### config.mk
export PLATFORM = sky130hd
export DESIGN_NAME = vim_top
export DESIGN_NICKNAME = d
export VERILOG_FILES = /design/src/hw/vim_pkg.sv /design/src/hw/vim_arbiter.sv /design/src/hw/vim_top.sv
export SDC_FILE = /design/constraint.sdc
export NUM_CORES = 1
export LEC_CHECK = 0
export BUFFER_PORTS_ARGS = -buffer_cell sky130_fd_sc_hd__buf_2
export CORE_UTILIZATION = 55
export DETAILED_ROUTE_END_ITERATION = 12
export HOLD_SLACK_MARGIN = 0.03
export MAX_ROUTING_LAYER = met4
export PLACE_DENSITY = 0.8
export SETUP_SLACK_MARGIN = 0.3
export SKIP_CTS_REPAIR_TIMING = 1
export SLEW_MARGIN = 15
export SYNTH_ARGS = -nofsm -noshare
export SYNTH_HDL_FRONTEND = slang
export SYNTH_SLANG_ARGS = --single-unit
### constraint.sdc
create_clock -name clock -period 234.3 [get_ports clock]
set_input_delay 35.145 -clock clock [delete_from_list [all_inputs] [get_ports clock]]
set_output_delay 35.145 -clock clock [all_outputs]
set_load 0.01 [all_outputs]
### src/hw/vim_pkg.sv
// Package for the vectored interrupt map: exception numbers, vector layout and carriers
package vim_pkg;

    // ----------------------------------------
    // Table geometry
    // ----------------------------------------
    localparam int unsigned EXC_FIRST = 14;
    localparam int unsigned EXC_LAST = 115;
    localparam int unsigned SYS_EXC_COUNT = 15;
    localparam int unsigned IRQ_ENTRY_COUNT = 115;
    localparam int unsigned NUM_SRC = EXC_LAST - EXC_FIRST + 1;
    localparam int unsigned PRIO_LEVELS = 8;
    localparam int unsigned PRIO_W = 3;
    localparam int unsigned NUM_W = 7;
    localparam int unsigned IDX_W = 7;
    localparam int unsigned VEC_W = 10;
    localparam int unsigned VEC_STRIDE = 4;
    localparam int unsigned STACK_DEPTH = PRIO_LEVELS;
    localparam int unsigned DEPTH_W = 4;

    // ----------------------------------------
    // Exception numbers of connected sources
    // ----------------------------------------
    localparam int unsigned EXC_DEFERRED = 14;
    localparam int unsigned EXC_TICK = 15;
    localparam int unsigned EXC_POWER_FAIL = 16;
    localparam int unsigned EXC_WDOG_A = 17;
    localparam int unsigned EXC_RANDOM = 20;
    localparam int unsigned EXC_TIMER0 = 21;
    localparam int unsigned EXC_LP_TIMER = 25;
    localparam int unsigned EXC_ASYNC_A = 30;
    localparam int unsigned EXC_SYNC_A = 32;
    localparam int unsigned EXC_SYNC_B = 33;
    localparam int unsigned EXC_FLASH = 39;
    localparam int unsigned EXC_PORT_A = 40;
    localparam int unsigned EXC_PORT_B = 41;
    localparam int unsigned EXC_ASYNC_C = 50;
    localparam int unsigned EXC_WDOG_B = 73;
    localparam int unsigned EXC_ECC = 98;
    localparam int unsigned TIMER_COUNT = 4;

    // ----------------------------------------
    // Vector offsets, one word per entry
    // ----------------------------------------
    localparam logic [VEC_W-1:0] VEC_DEFERRED = VEC_W'(EXC_DEFERRED * VEC_STRIDE);
    localparam logic [VEC_W-1:0] VEC_TICK = VEC_W'(EXC_TICK * VEC_STRIDE);
    localparam logic [VEC_W-1:0] VEC_WDOG_A = VEC_W'(EXC_WDOG_A * VEC_STRIDE);
    localparam logic [VEC_W-1:0] VEC_RANDOM = VEC_W'(EXC_RANDOM * VEC_STRIDE);
    localparam logic [VEC_W-1:0] VEC_LP_TIMER = VEC_W'(EXC_LP_TIMER * VEC_STRIDE);
    localparam logic [VEC_W-1:0] VEC_ASYNC_A = VEC_W'(EXC_ASYNC_A * VEC_STRIDE);
    localparam logic [VEC_W-1:0] VEC_SYNC_A = VEC_W'(EXC_SYNC_A * VEC_STRIDE);
    localparam logic [VEC_W-1:0] VEC_SYNC_B = VEC_W'(EXC_SYNC_B * VEC_STRIDE);
    localparam logic [VEC_W-1:0] VEC_FLASH = VEC_W'(EXC_FLASH * VEC_STRIDE);
    localparam logic [VEC_W-1:0] VEC_PORT_A = VEC_W'(EXC_PORT_A * VEC_STRIDE);
    localparam logic [VEC_W-1:0] VEC_PORT_B = VEC_W'(EXC_PORT_B * VEC_STRIDE);
    localparam logic [VEC_W-1:0] VEC_ASYNC_C = VEC_W'(EXC_ASYNC_C * VEC_STRIDE);
    localparam logic [VEC_W-1:0] VEC_WDOG_B = VEC_W'(EXC_WDOG_B * VEC_STRIDE);
    localparam logic [VEC_W-1:0] VEC_ECC = VEC_W'(EXC_ECC * VEC_STRIDE);

    // ----------------------------------------
    // Reset values and idle codes
    // ----------------------------------------
    localparam logic [PRIO_W:0] RUN_PRIO_IDLE = 4'h8;
    localparam logic [NUM_W-1:0] NUM_NONE = 7'h00;
    localparam logic [VEC_W-1:0] VEC_NONE = 10'h000;
    localparam logic [DEPTH_W-1:0] DEPTH_RST = 4'h0;

    // ----------------------------------------
    // Carriers
    // ----------------------------------------
    typedef struct packed {
        logic deferred_service_request;
        logic core_tick_timer_request;
        logic power_fail_request;
        logic window_watchdog_a_request;
        logic random_source_request;
        logic [TIMER_COUNT-1:0] timer_request;
        logic low_power_timer_request;
        logic async_serial_a_request;
        logic sync_serial_a_request;
        logic sync_serial_b_request;
        logic flash_ctrl_request;
        logic pin_port_a_request;
        logic pin_port_b_request;
        logic async_serial_c_request;
        logic window_watchdog_b_request;
        logic error_coding_request;
    } vim_sources_s;

    typedef struct packed {
        logic valid;
        logic [NUM_W-1:0] number;
        logic [VEC_W-1:0] vector;
        logic [PRIO_W-1:0] prio;
    } vim_entry_s;

    typedef struct packed {
        logic [NUM_W-1:0] number;
        logic [PRIO_W-1:0] prio;
    } vim_frame_s;

endpackage

### src/hw/vim_arbiter.sv
// Priority arbiter: lowest level wins, ties go to the lowest exception number
`timescale 1ns/10ps
`default_nettype none
module vim_arbiter
    import vim_pkg::*;
#(
    parameter int unsigned N = 4
) (
    // Candidates
    input wire logic [N-1:0] cand_valid,
    input wire logic [N-1:0][PRIO_W-1:0] cand_prio,
    // Winner
    output logic win_valid,
    output logic [IDX_W-1:0] win_index,
    output logic [PRIO_W-1:0] win_prio
);
    always_comb begin
        win_valid = 1'b0;
        win_index = '0;
        win_prio = '1;
        // Strict less-than keeps the lower index on equal levels
        for (int i = 0; i < N; i++) begin
            if (cand_valid[i] && (!win_valid || cand_prio[i] < win_prio)) begin
                win_valid = 1'b1;
                win_index = IDX_W'(i);
                win_prio = cand_prio[i];
            end
        end
    end
endmodule
`default_nettype wire

### src/hw/vim_top.sv
// Nested prioritised exception controller with fixed vector map
`timescale 1ns/10ps
`default_nettype none

module vim_top
    import vim_pkg::*;
(
    // Clock and reset
    input wire logic clock,
    input wire logic rst,
    // Peripheral and system requests, one-cycle pulses
    input wire vim_pkg::vim_sources_s sources,
    // Per-source configuration, index is exception number minus 14
    input wire logic [vim_pkg::NUM_SRC-1:0] src_enable,
    input wire logic [vim_pkg::NUM_SRC-1:0][vim_pkg::PRIO_W-1:0] src_prio,
    // Core handshake
    input wire logic core_accept,
    input wire logic core_return,
    // Presented request
    output logic exc_valid,
    output logic [vim_pkg::NUM_W-1:0] exc_number,
    output logic [vim_pkg::VEC_W-1:0] exc_vector,
    output logic [vim_pkg::PRIO_W-1:0] exc_prio,
    // Service state
    output logic [vim_pkg::NUM_W-1:0] active_number,
    output logic [vim_pkg::DEPTH_W-1:0] nest_depth,
    output logic [vim_pkg::NUM_SRC-1:0] pending
);
    import vim_pkg::*;

    // ------------------------------------------------
    // Source map
    // ------------------------------------------------
    // Reserved slots simply never get a bit set here
    // reserved stay unset
    logic [NUM_SRC-1:0] src_set;

    always_comb begin
        src_set = '0;
        src_set[EXC_DEFERRED - EXC_FIRST] = sources.deferred_service_request;
        src_set[EXC_TICK - EXC_FIRST] = sources.core_tick_timer_request;
        src_set[EXC_POWER_FAIL - EXC_FIRST] = sources.power_fail_request;
        src_set[EXC_WDOG_A - EXC_FIRST] = sources.window_watchdog_a_request;
        src_set[EXC_RANDOM - EXC_FIRST] = sources.random_source_request;
        for (int t = 0; t < TIMER_COUNT; t++) begin
            src_set[EXC_TIMER0 - EXC_FIRST + t] = sources.timer_request[t];
        end
        src_set[EXC_LP_TIMER - EXC_FIRST] = sources.low_power_timer_request;
        src_set[EXC_ASYNC_A - EXC_FIRST] = sources.async_serial_a_request;
        src_set[EXC_SYNC_A - EXC_FIRST] = sources.sync_serial_a_request;
        src_set[EXC_SYNC_B - EXC_FIRST] = sources.sync_serial_b_request;
        src_set[EXC_FLASH - EXC_FIRST] = sources.flash_ctrl_request;
        src_set[EXC_PORT_A - EXC_FIRST] = sources.pin_port_a_request;
        src_set[EXC_PORT_B - EXC_FIRST] = sources.pin_port_b_request;
        src_set[EXC_ASYNC_C - EXC_FIRST] = sources.async_serial_c_request;
        src_set[EXC_WDOG_B - EXC_FIRST] = sources.window_watchdog_b_request;
        src_set[EXC_ECC - EXC_FIRST] = sources.error_coding_request;
    end

    // ------------------------------------------------
    // State
    // ------------------------------------------------
    logic [NUM_SRC-1:0] pend_q;
    logic [NUM_SRC-1:0] pend_d;
    vim_frame_s stack_q [STACK_DEPTH];
    logic [DEPTH_W-1:0] depth_q;
    logic [DEPTH_W-1:0] depth_d;
    vim_entry_s pres_q;
    vim_entry_s pres_d;
    logic [NUM_W-1:0] active_q;
    logic [NUM_W-1:0] active_d;

    // ------------------------------------------------
    // Arbitration
    // ------------------------------------------------
    logic [NUM_SRC-1:0] cand_valid;
    logic win_valid;
    logic [IDX_W-1:0] win_index;
    logic [PRIO_W-1:0] win_prio;

    assign cand_valid = pend_q & src_enable;

    vim_arbiter #(
        .N(NUM_SRC)
    ) u_arbiter (
        .cand_valid(cand_valid),
        .cand_prio(src_prio),
        .win_valid(win_valid),
        .win_index(win_index),
        .win_prio(win_prio)
    );

    // ------------------------------------------------
    // Nesting
    // ------------------------------------------------
    wire do_return = core_return && (depth_q != DEPTH_RST);
    wire do_accept = core_accept && pres_q.valid;
    wire [DEPTH_W-1:0] depth_pop = do_return ? depth_q - 4'h1 : depth_q;
    wire [DEPTH_W-1:0] depth_top = depth_q - 4'h1;
    wire [DEPTH_W-1:0] depth_under = depth_q - 4'h2;
    wire stack_has = (depth_q != DEPTH_RST);
    wire under_has = (depth_q > 4'h1);
    wire [PRIO_W:0] run_prio = stack_has ? {1'b0, stack_q[depth_top[2:0]].prio} : RUN_PRIO_IDLE;
    // Running level after a same-cycle return, so a waiting request can enter at once
    wire [PRIO_W:0] run_prio_next = do_return ? (under_has ? {1'b0, stack_q[depth_under[2:0]].prio}
                                                           : RUN_PRIO_IDLE) : run_prio;
    wire preempt_ok = win_valid && ({1'b0, win_prio} < run_prio_next);
    wire [NUM_W-1:0] win_number = NUM_W'(win_index) + NUM_W'(EXC_FIRST);
    wire [VEC_W-1:0] win_vector = VEC_W'(win_number) * VEC_W'(VEC_STRIDE);
    wire [IDX_W-1:0] pres_index = pres_q.number - NUM_W'(EXC_FIRST);

    // Set wins over the clear of the slot being taken
    assign pend_d = (pend_q & ~(do_accept ? (NUM_SRC'(1) << pres_index) : '0)) | src_set;

    assign depth_d = do_accept ? depth_pop + 4'h1 : depth_pop;

    always_comb begin
        active_d = active_q;
        if (do_accept) begin
            active_d = pres_q.number;
        end else if (do_return) begin
            active_d = under_has ? stack_q[depth_under[2:0]].number : NUM_NONE;
        end
    end

    // A presented request is withdrawn the cycle after accept so it is never taken twice
    always_comb begin
        pres_d.valid = preempt_ok && !do_accept;
        pres_d.number = preempt_ok ? win_number : NUM_NONE;
        pres_d.vector = preempt_ok ? win_vector : VEC_NONE;
        pres_d.prio = preempt_ok ? win_prio : '0;
    end

    // ------------------------------------------------
    // Registers
    // ------------------------------------------------
    always_ff @(posedge clock or posedge rst) begin
        if (rst) begin
            pend_q <= '0;
            depth_q <= DEPTH_RST;
            pres_q <= '0;
            active_q <= NUM_NONE;
        end else begin
            pend_q <= pend_d;
            depth_q <= depth_d;
            pres_q <= pres_d;
            active_q <= active_d;
        end
    end

    // Stack frames hold no control meaning until depth covers them
    always_ff @(posedge clock or posedge rst) begin
        if (rst) begin
            for (int s = 0; s < STACK_DEPTH; s++) begin
                stack_q[s] <= '0;
            end
        end else if (do_accept) begin
            stack_q[depth_pop[2:0]] <= '{number: pres_q.number, prio: pres_q.prio};
        end
    end

    // ------------------------------------------------
    // Outputs
    // ------------------------------------------------
    assign exc_valid = pres_q.valid;
    assign exc_number = pres_q.number;
    assign exc_vector = pres_q.vector;
    assign exc_prio = pres_q.prio;
    assign active_number = active_q;
    assign nest_depth = depth_q;
    assign pending = pend_q;

endmodule
`default_nettype wire

# == Word-level counts from Yosys, hierarchy flattened ==
# Index checks and enable logic that the tools add are counted.
# totals
inputBits,431
wordCells,780
regBits,213
# classes
n_shift,1
n_addsub,5
magnitude_cmp,107
bitwise,7
muxes,326
reduce_logical,311
# ops
operator,n
3-bit 2-to-1 mux,109
3-bit less-than comparator,101
7-bit 2-to-1 mux,42
102-bit AND,2
6-bit 2-to-1 mux,32
1-bit logical AND,106
1-bit 2-to-1 mux,103
1-bit logical NOT,102
102-bit 2-to-1 mux,1
102-bit NOT,1
102-bit by 85-bit bitwise OR with 102-bit output,1
"1-bit by 7-bit << shifter with 102-bit output, first input constant",1
1-bit logical OR,101
80-bit bitwise mux,1
5-bit 2-to-1 mux,16
10-bit binary-select mux with 3-bit select,2
4-bit 2-to-1 mux,13
10-bit demux with 3-bit select,1
10-bit 2-to-1 mux,3
"4-bit greater-or-equal comparator, second input constant",3
3-bit NOT with 4-bit output,3
9-bit 2-to-1 mux,1
"7-bit by 4-bit adder with 7-bit output, second input constant",1
"7-bit by 4-bit subtractor with 7-bit output, second input constant",1
other kinds (9),10

# == Logic depth before layout (Yosys ltp) ==
# logic_depth
word_depth,409
ltp_mapped,692

# == Cells and area by module ==
# Synthesis repeated with hierarchy kept, for this count alone.
# hier_totals
cells_unflattened,3673
hier_area_um2,28840.2
# by_module_without_submodules
mod,cells_per_inst,instances,area_each_um2,seq_area_each_um2
vim_arbiter,2888,1,19202.2,0.0
vim_top,785,1,9638.0,5104.9

# == Worst setup path after synthesis ==
# Ideal clock, no wire load.
# synth_path
path_type,input -> register
from,input port src_prio[5] in the netlist's numbering
to,"register pres_q, in the netlist exc_prio[1]"
cell_stages,636
arrival_ns,148.130
path_buffers,4
path_slack_ns,86.105
t_required_ns,234.235
setup_time_ns,0.065
path_cell_list,and2b_1 nor3_2 a2111oi_2 nor2_1 maj3_1 o21ai_0 mux2_2 ha_1 inv_1 o21bai_1 or4_1 o21ai_1 o21ai_0 a21oi_1 inv_1 ha_1 o21ai_0 o41ai_2 (+600 left out) or3_1 a2111oi_4 nor2_1 mux2i_1 ha_1 o21ai_0 a21boi_0 o21ai_0 a21oi_1 nor2_1 a21oi_1 ha_1 o32a_1 nand2_1 nor2_1 o21ai_1 nand3_1 o21ba_1
# synth_lines
element,line_no,text
start: declaration,vim_top.sv:15,"input wire logic [vim_pkg::NUM_SRC-1:0][vim_pkg::PRIO_W-1:0] src_prio,"
end signal: assignment,vim_top.sv:146,pres_q <= pres_d;
end: declaration,vim_top.sv:68,vim_entry_s pres_q;

==> flow_summary.rst <==
.. list-table::
   :header-rows: 1

   * - Metric
     - Value
   * - Maximum fanout along the worst path
     - 9
   * - Number of placement rows
     - 81
   * - Number of register bits inferred by synthesis
     - approximately 200
   * - Via count of the first global-routing pass
     - around 29000
   * - Count of endpoints failing hold in the final timing report
     - 0
   * - Critical Path Sink Type
     - register
   * - Tot Pwr
     - between 500 and 600 uW
   * - Min-Delay Path Class
     - reg -> reg
   * - Core region area
     - a little under 50000 um^2
   * - Crit-path slowest cell
     - sky130_fd_sc_hd__a2111oi_0
   * - Most frequent cells in the layout
     - sky130_fd_sc_hd__buf_2, sky130_fd_sc_hd__nand2_1, sky130_fd_sc_hd__nor2_1
   * - Number of instances in the synthesized netlist
     - around 3600
   * - Number of nets in the layout
     - approximately 4600
   * - Pwr dens
     - 17.2 nW/um^2
   * - Die Wd
     - between 200 and 250 um
   * - Tcrit/Tclk final
     - 0.708
   * - Setup-failing EPs final
     - 0
   * - Most used flip-flop cell after synthesis
     - sky130_fd_sc_hd__dfrtp_1
   * - Count of H-tree levels built during CTS
     - 1
   * - Post-synthesis cell area
     - 27200 um^2
   * - Num ports
     - approximately 570
   * - Pre-CTS setup slack
     - roughly 71 ns
   * - Leakage
     - ~15 nW
   * - Area of the die
     - roughly 50000 um^2
   * - Number of warnings issued by yosys
     - 0
   * - Most frequent standard cell in the layout excluding fill and tap cells
     - sky130_fd_sc_hd__buf_2
   * - Setup TNS after final layout
     - 0 ns
   * - Peak clock frequency supported by timing
     - 0.00603 GHz
   * - Worst max-slew margin expressed relative to the limit
     - 0.184
   * - First-pass DRT Iterations
     - 8
   * - Area overhead of the layout relative to synthesis
     - 16.9%
   * - Vias per cell
     - between 6 and 7
   * - Actual slew at the worst max-slew pin
     - 1.21 ns
   * - CP startpoint kind
     - primary input
   * - Remaining global-route overflow
     - 0
   * - GR met3 Demand/Resource
     - 0.0735
   * - Crit path time final
     - between 150 and 200 ns
   * - Average footprint of a synthesized cell
     - 7.62 um^2
   * - Final Routed Wirelength
     - 102 mm
   * - CTS tree
     - built
   * - Outcome
     - finished, final reports clean
   * - Setup repair after global routing missed its margin
     - false
   * - Routed WL per cell
     - around 21 um
   * - Count of clock tree sinks
     - 204
   * - Maximum number of pins on one net before global-route repair
     - approximately 140
   * - Total via count after detailed routing
     - 31500
   * - Asr flop ratio synth
     - 1.00
   * - Worst Hold Margin
     - 0.503 ns
   * - Quantity of I/O buffers inserted on ports
     - between 500 and 600
   * - Total clock buffers created by CTS
     - 25
   * - Post-Route Utilization
     - 0.650
   * - Remaining antenna violation count
     - 0
   * - Required time of the critical path
     - between 200 and 250 ns
   * - Clock transition at the registers of the reported paths
     - about 0.06 ns
   * - Fraction of final layout cells with drive strength greater than 1
     - 0.228
   * - Worst IR drop on VDD
     - 0.0148 mV
   * - Final Wtd Congestion
     - between 1 and 1.5
   * - Met1 track demand over resource
     - 0.512
   * - HPWL Detailed
     - 82.8 mm
   * - Critical Path Most Common Cell
     - sky130_fd_sc_hd__ha_1
   * - Height of the chip
     - 224 um
   * - GR Util met2
     - 0.613
   * - Worst skew pair latency
     - approximately 0.56 ns
   * - Sequential fraction of the synthesis area
     - 0.188
   * - Initial Utilization
     - 0.556
   * - Crit path DAT
     - ~170 ns
   * - Most Used Layer, Global Route
     - met2
   * - Fin. max-slew vios
     - 0
   * - Total global routing track utilization
     - 0.402
   * - Critical path class
     - in -> reg
   * - Distinct cell type count after synthesis
     - 141
   * - Maximum cell stage delay along the critical path
     - about 0.88 ns
   * - Starting DRT DRC Count
     - about 3000
   * - Initial antenna violation count
     - 52
   * - Final Skew
     - about 0.012 ns
   * - EDFF count, synth
     - 0
   * - Cell chosen for the clock root
     - sky130_fd_sc_hd__clkbuf_16
   * - Global-route wire length before repair
     - between 150 and 200 mm
   * - # Max-Cap Violations
     - 0
   * - Worst setup slack after layout
     - just under 70 ns
   * - Largest buffer count on any clock path
     - 3
   * - Residual DRC
     - 0
-- cell usage after synthesis, drive strengths merged (48+ instances only) --
master | n | share of area
nor3 | 92 | 0.018
mux2i | 57 | 0.021
o21a | 80 | 0.022
a21boi | 70 | 0.020
and2 | 62 | 0.014
nand3 | 119 | 0.022
or2 | 65 | 0.015
nor2 | 342 | 0.047
nand2b | 93 | 0.021
a21o | 132 | 0.036
o21ai | 213 | 0.041
o31ai | 48 | 0.016
ha | 111 | 0.051
mux2 | 120 | 0.050
a211oi | 51 | 0.015
inv | 165 | 0.023
a31oi | 58 | 0.015
nand2 | 452 | 0.063
dfrtp | 204 | 0.19
a21oi | 273 | 0.052
-- report_power, final --
part	leakage (nW)	internal [mW]	total (mW)	switching, mW
logic	11.5	0.183	0.453	0.270
registers	2.71	0.0420	0.0472	0.00518
clock network	0.462	0.0285	0.0455	0.0171
total	14.6	0.253	0.545	0.292
-- path summary, 6_finish.rpt --
path | from | endpoint | slack, ns | depth (start not counted)
worst min register to register | stack_q[76]$_DFFE_PP0P_ | stack_q[76]$_DFFE_PP0P_ | 0.50 | 1
max in group asynchronous | rst | pending[56]$_DFF_PP0_ | 197.96 | 3
min in group asynchronous | rst | stack_q[25]$_DFFE_PP0P_ | 34.74 | 2
worst max-delay path | src_enable[0] | exc_prio[1]$_DFF_PP0_ | 68.50 | 638
worst max register to register | pending[0]$_DFF_PP0_ | exc_prio[1]$_DFF_PP0_ | 102.71 | 637
worst min-delay path | stack_q[76]$_DFFE_PP0P_ | stack_q[76]$_DFFE_PP0P_ | 0.50 | 1
-- critical path, delay by kind of cell --
kind	cells	cell delay, ns
compound gates	256	59.04
simple gates	199	30.74
fa+ha+maj	98	24.77
mux	49	13.98
buf+inv	36	2.38
-- state kept, by name, indices dropped and copies added, names as in the netlist --
register	flops
exc_vector	7
stack_q	80
pending	102
exc_prio	3
active_number	7
exc_valid	1
nest_depth	4
-- metrics by stage --
stage | cells | cell area [um^2]
after floorplan | 3565 | 27200
after global placement | 4743 | 30600
after detailed placement | 4743 | 30600
after CTS | 4788 | 31600
after global routing | 4840 | 31700
final | 4846 | 31700
-- final cells by class --
cell class	count	area, um^2
clock buffers	32	682
fillers	4476	17100
repair buffers	569	2870
well taps	664	831
multi-input cells	3140	21200
inverters	166	631
flip-flops and latches	204	5100
clock inverters	13	268
diodes	58	145
-- cells by family (layout without fill, tap and decap cells) --
| group | count (synthesis) | after routing | share of synthesized area |
|---|---|---|---|
| buffers and inverters | 221 | 780 | 0.0320 |
| AO/OA/AOI/OAI | 1336 | 1336 | 0.363 |
| AND/OR/NAND/NOR | 1440 | 1440 | 0.256 |
| flip-flops | 204 | 204 | 0.188 |
| multiplexers | 203 | 203 | 0.0926 |
| other | 1 | 61 | 0.000138 |
| XOR/XNOR | 9 | 9 | 0.00290 |
| adder cells (fa/ha/maj) | 149 | 149 | 0.0653 |
-- metal layers --
| layer | part of all wire | vias to the layer above |
|---|---|---|
| met5 | 0 | - |
| met4 | 0.053 | 0 |
| met3 | 0.084 | 334 |
| met2 | 0.44 | 1494 |
| met1 | 0.42 | 14900 |
| li1 | - | 14800 |
(Power assumes the default switching activity.)
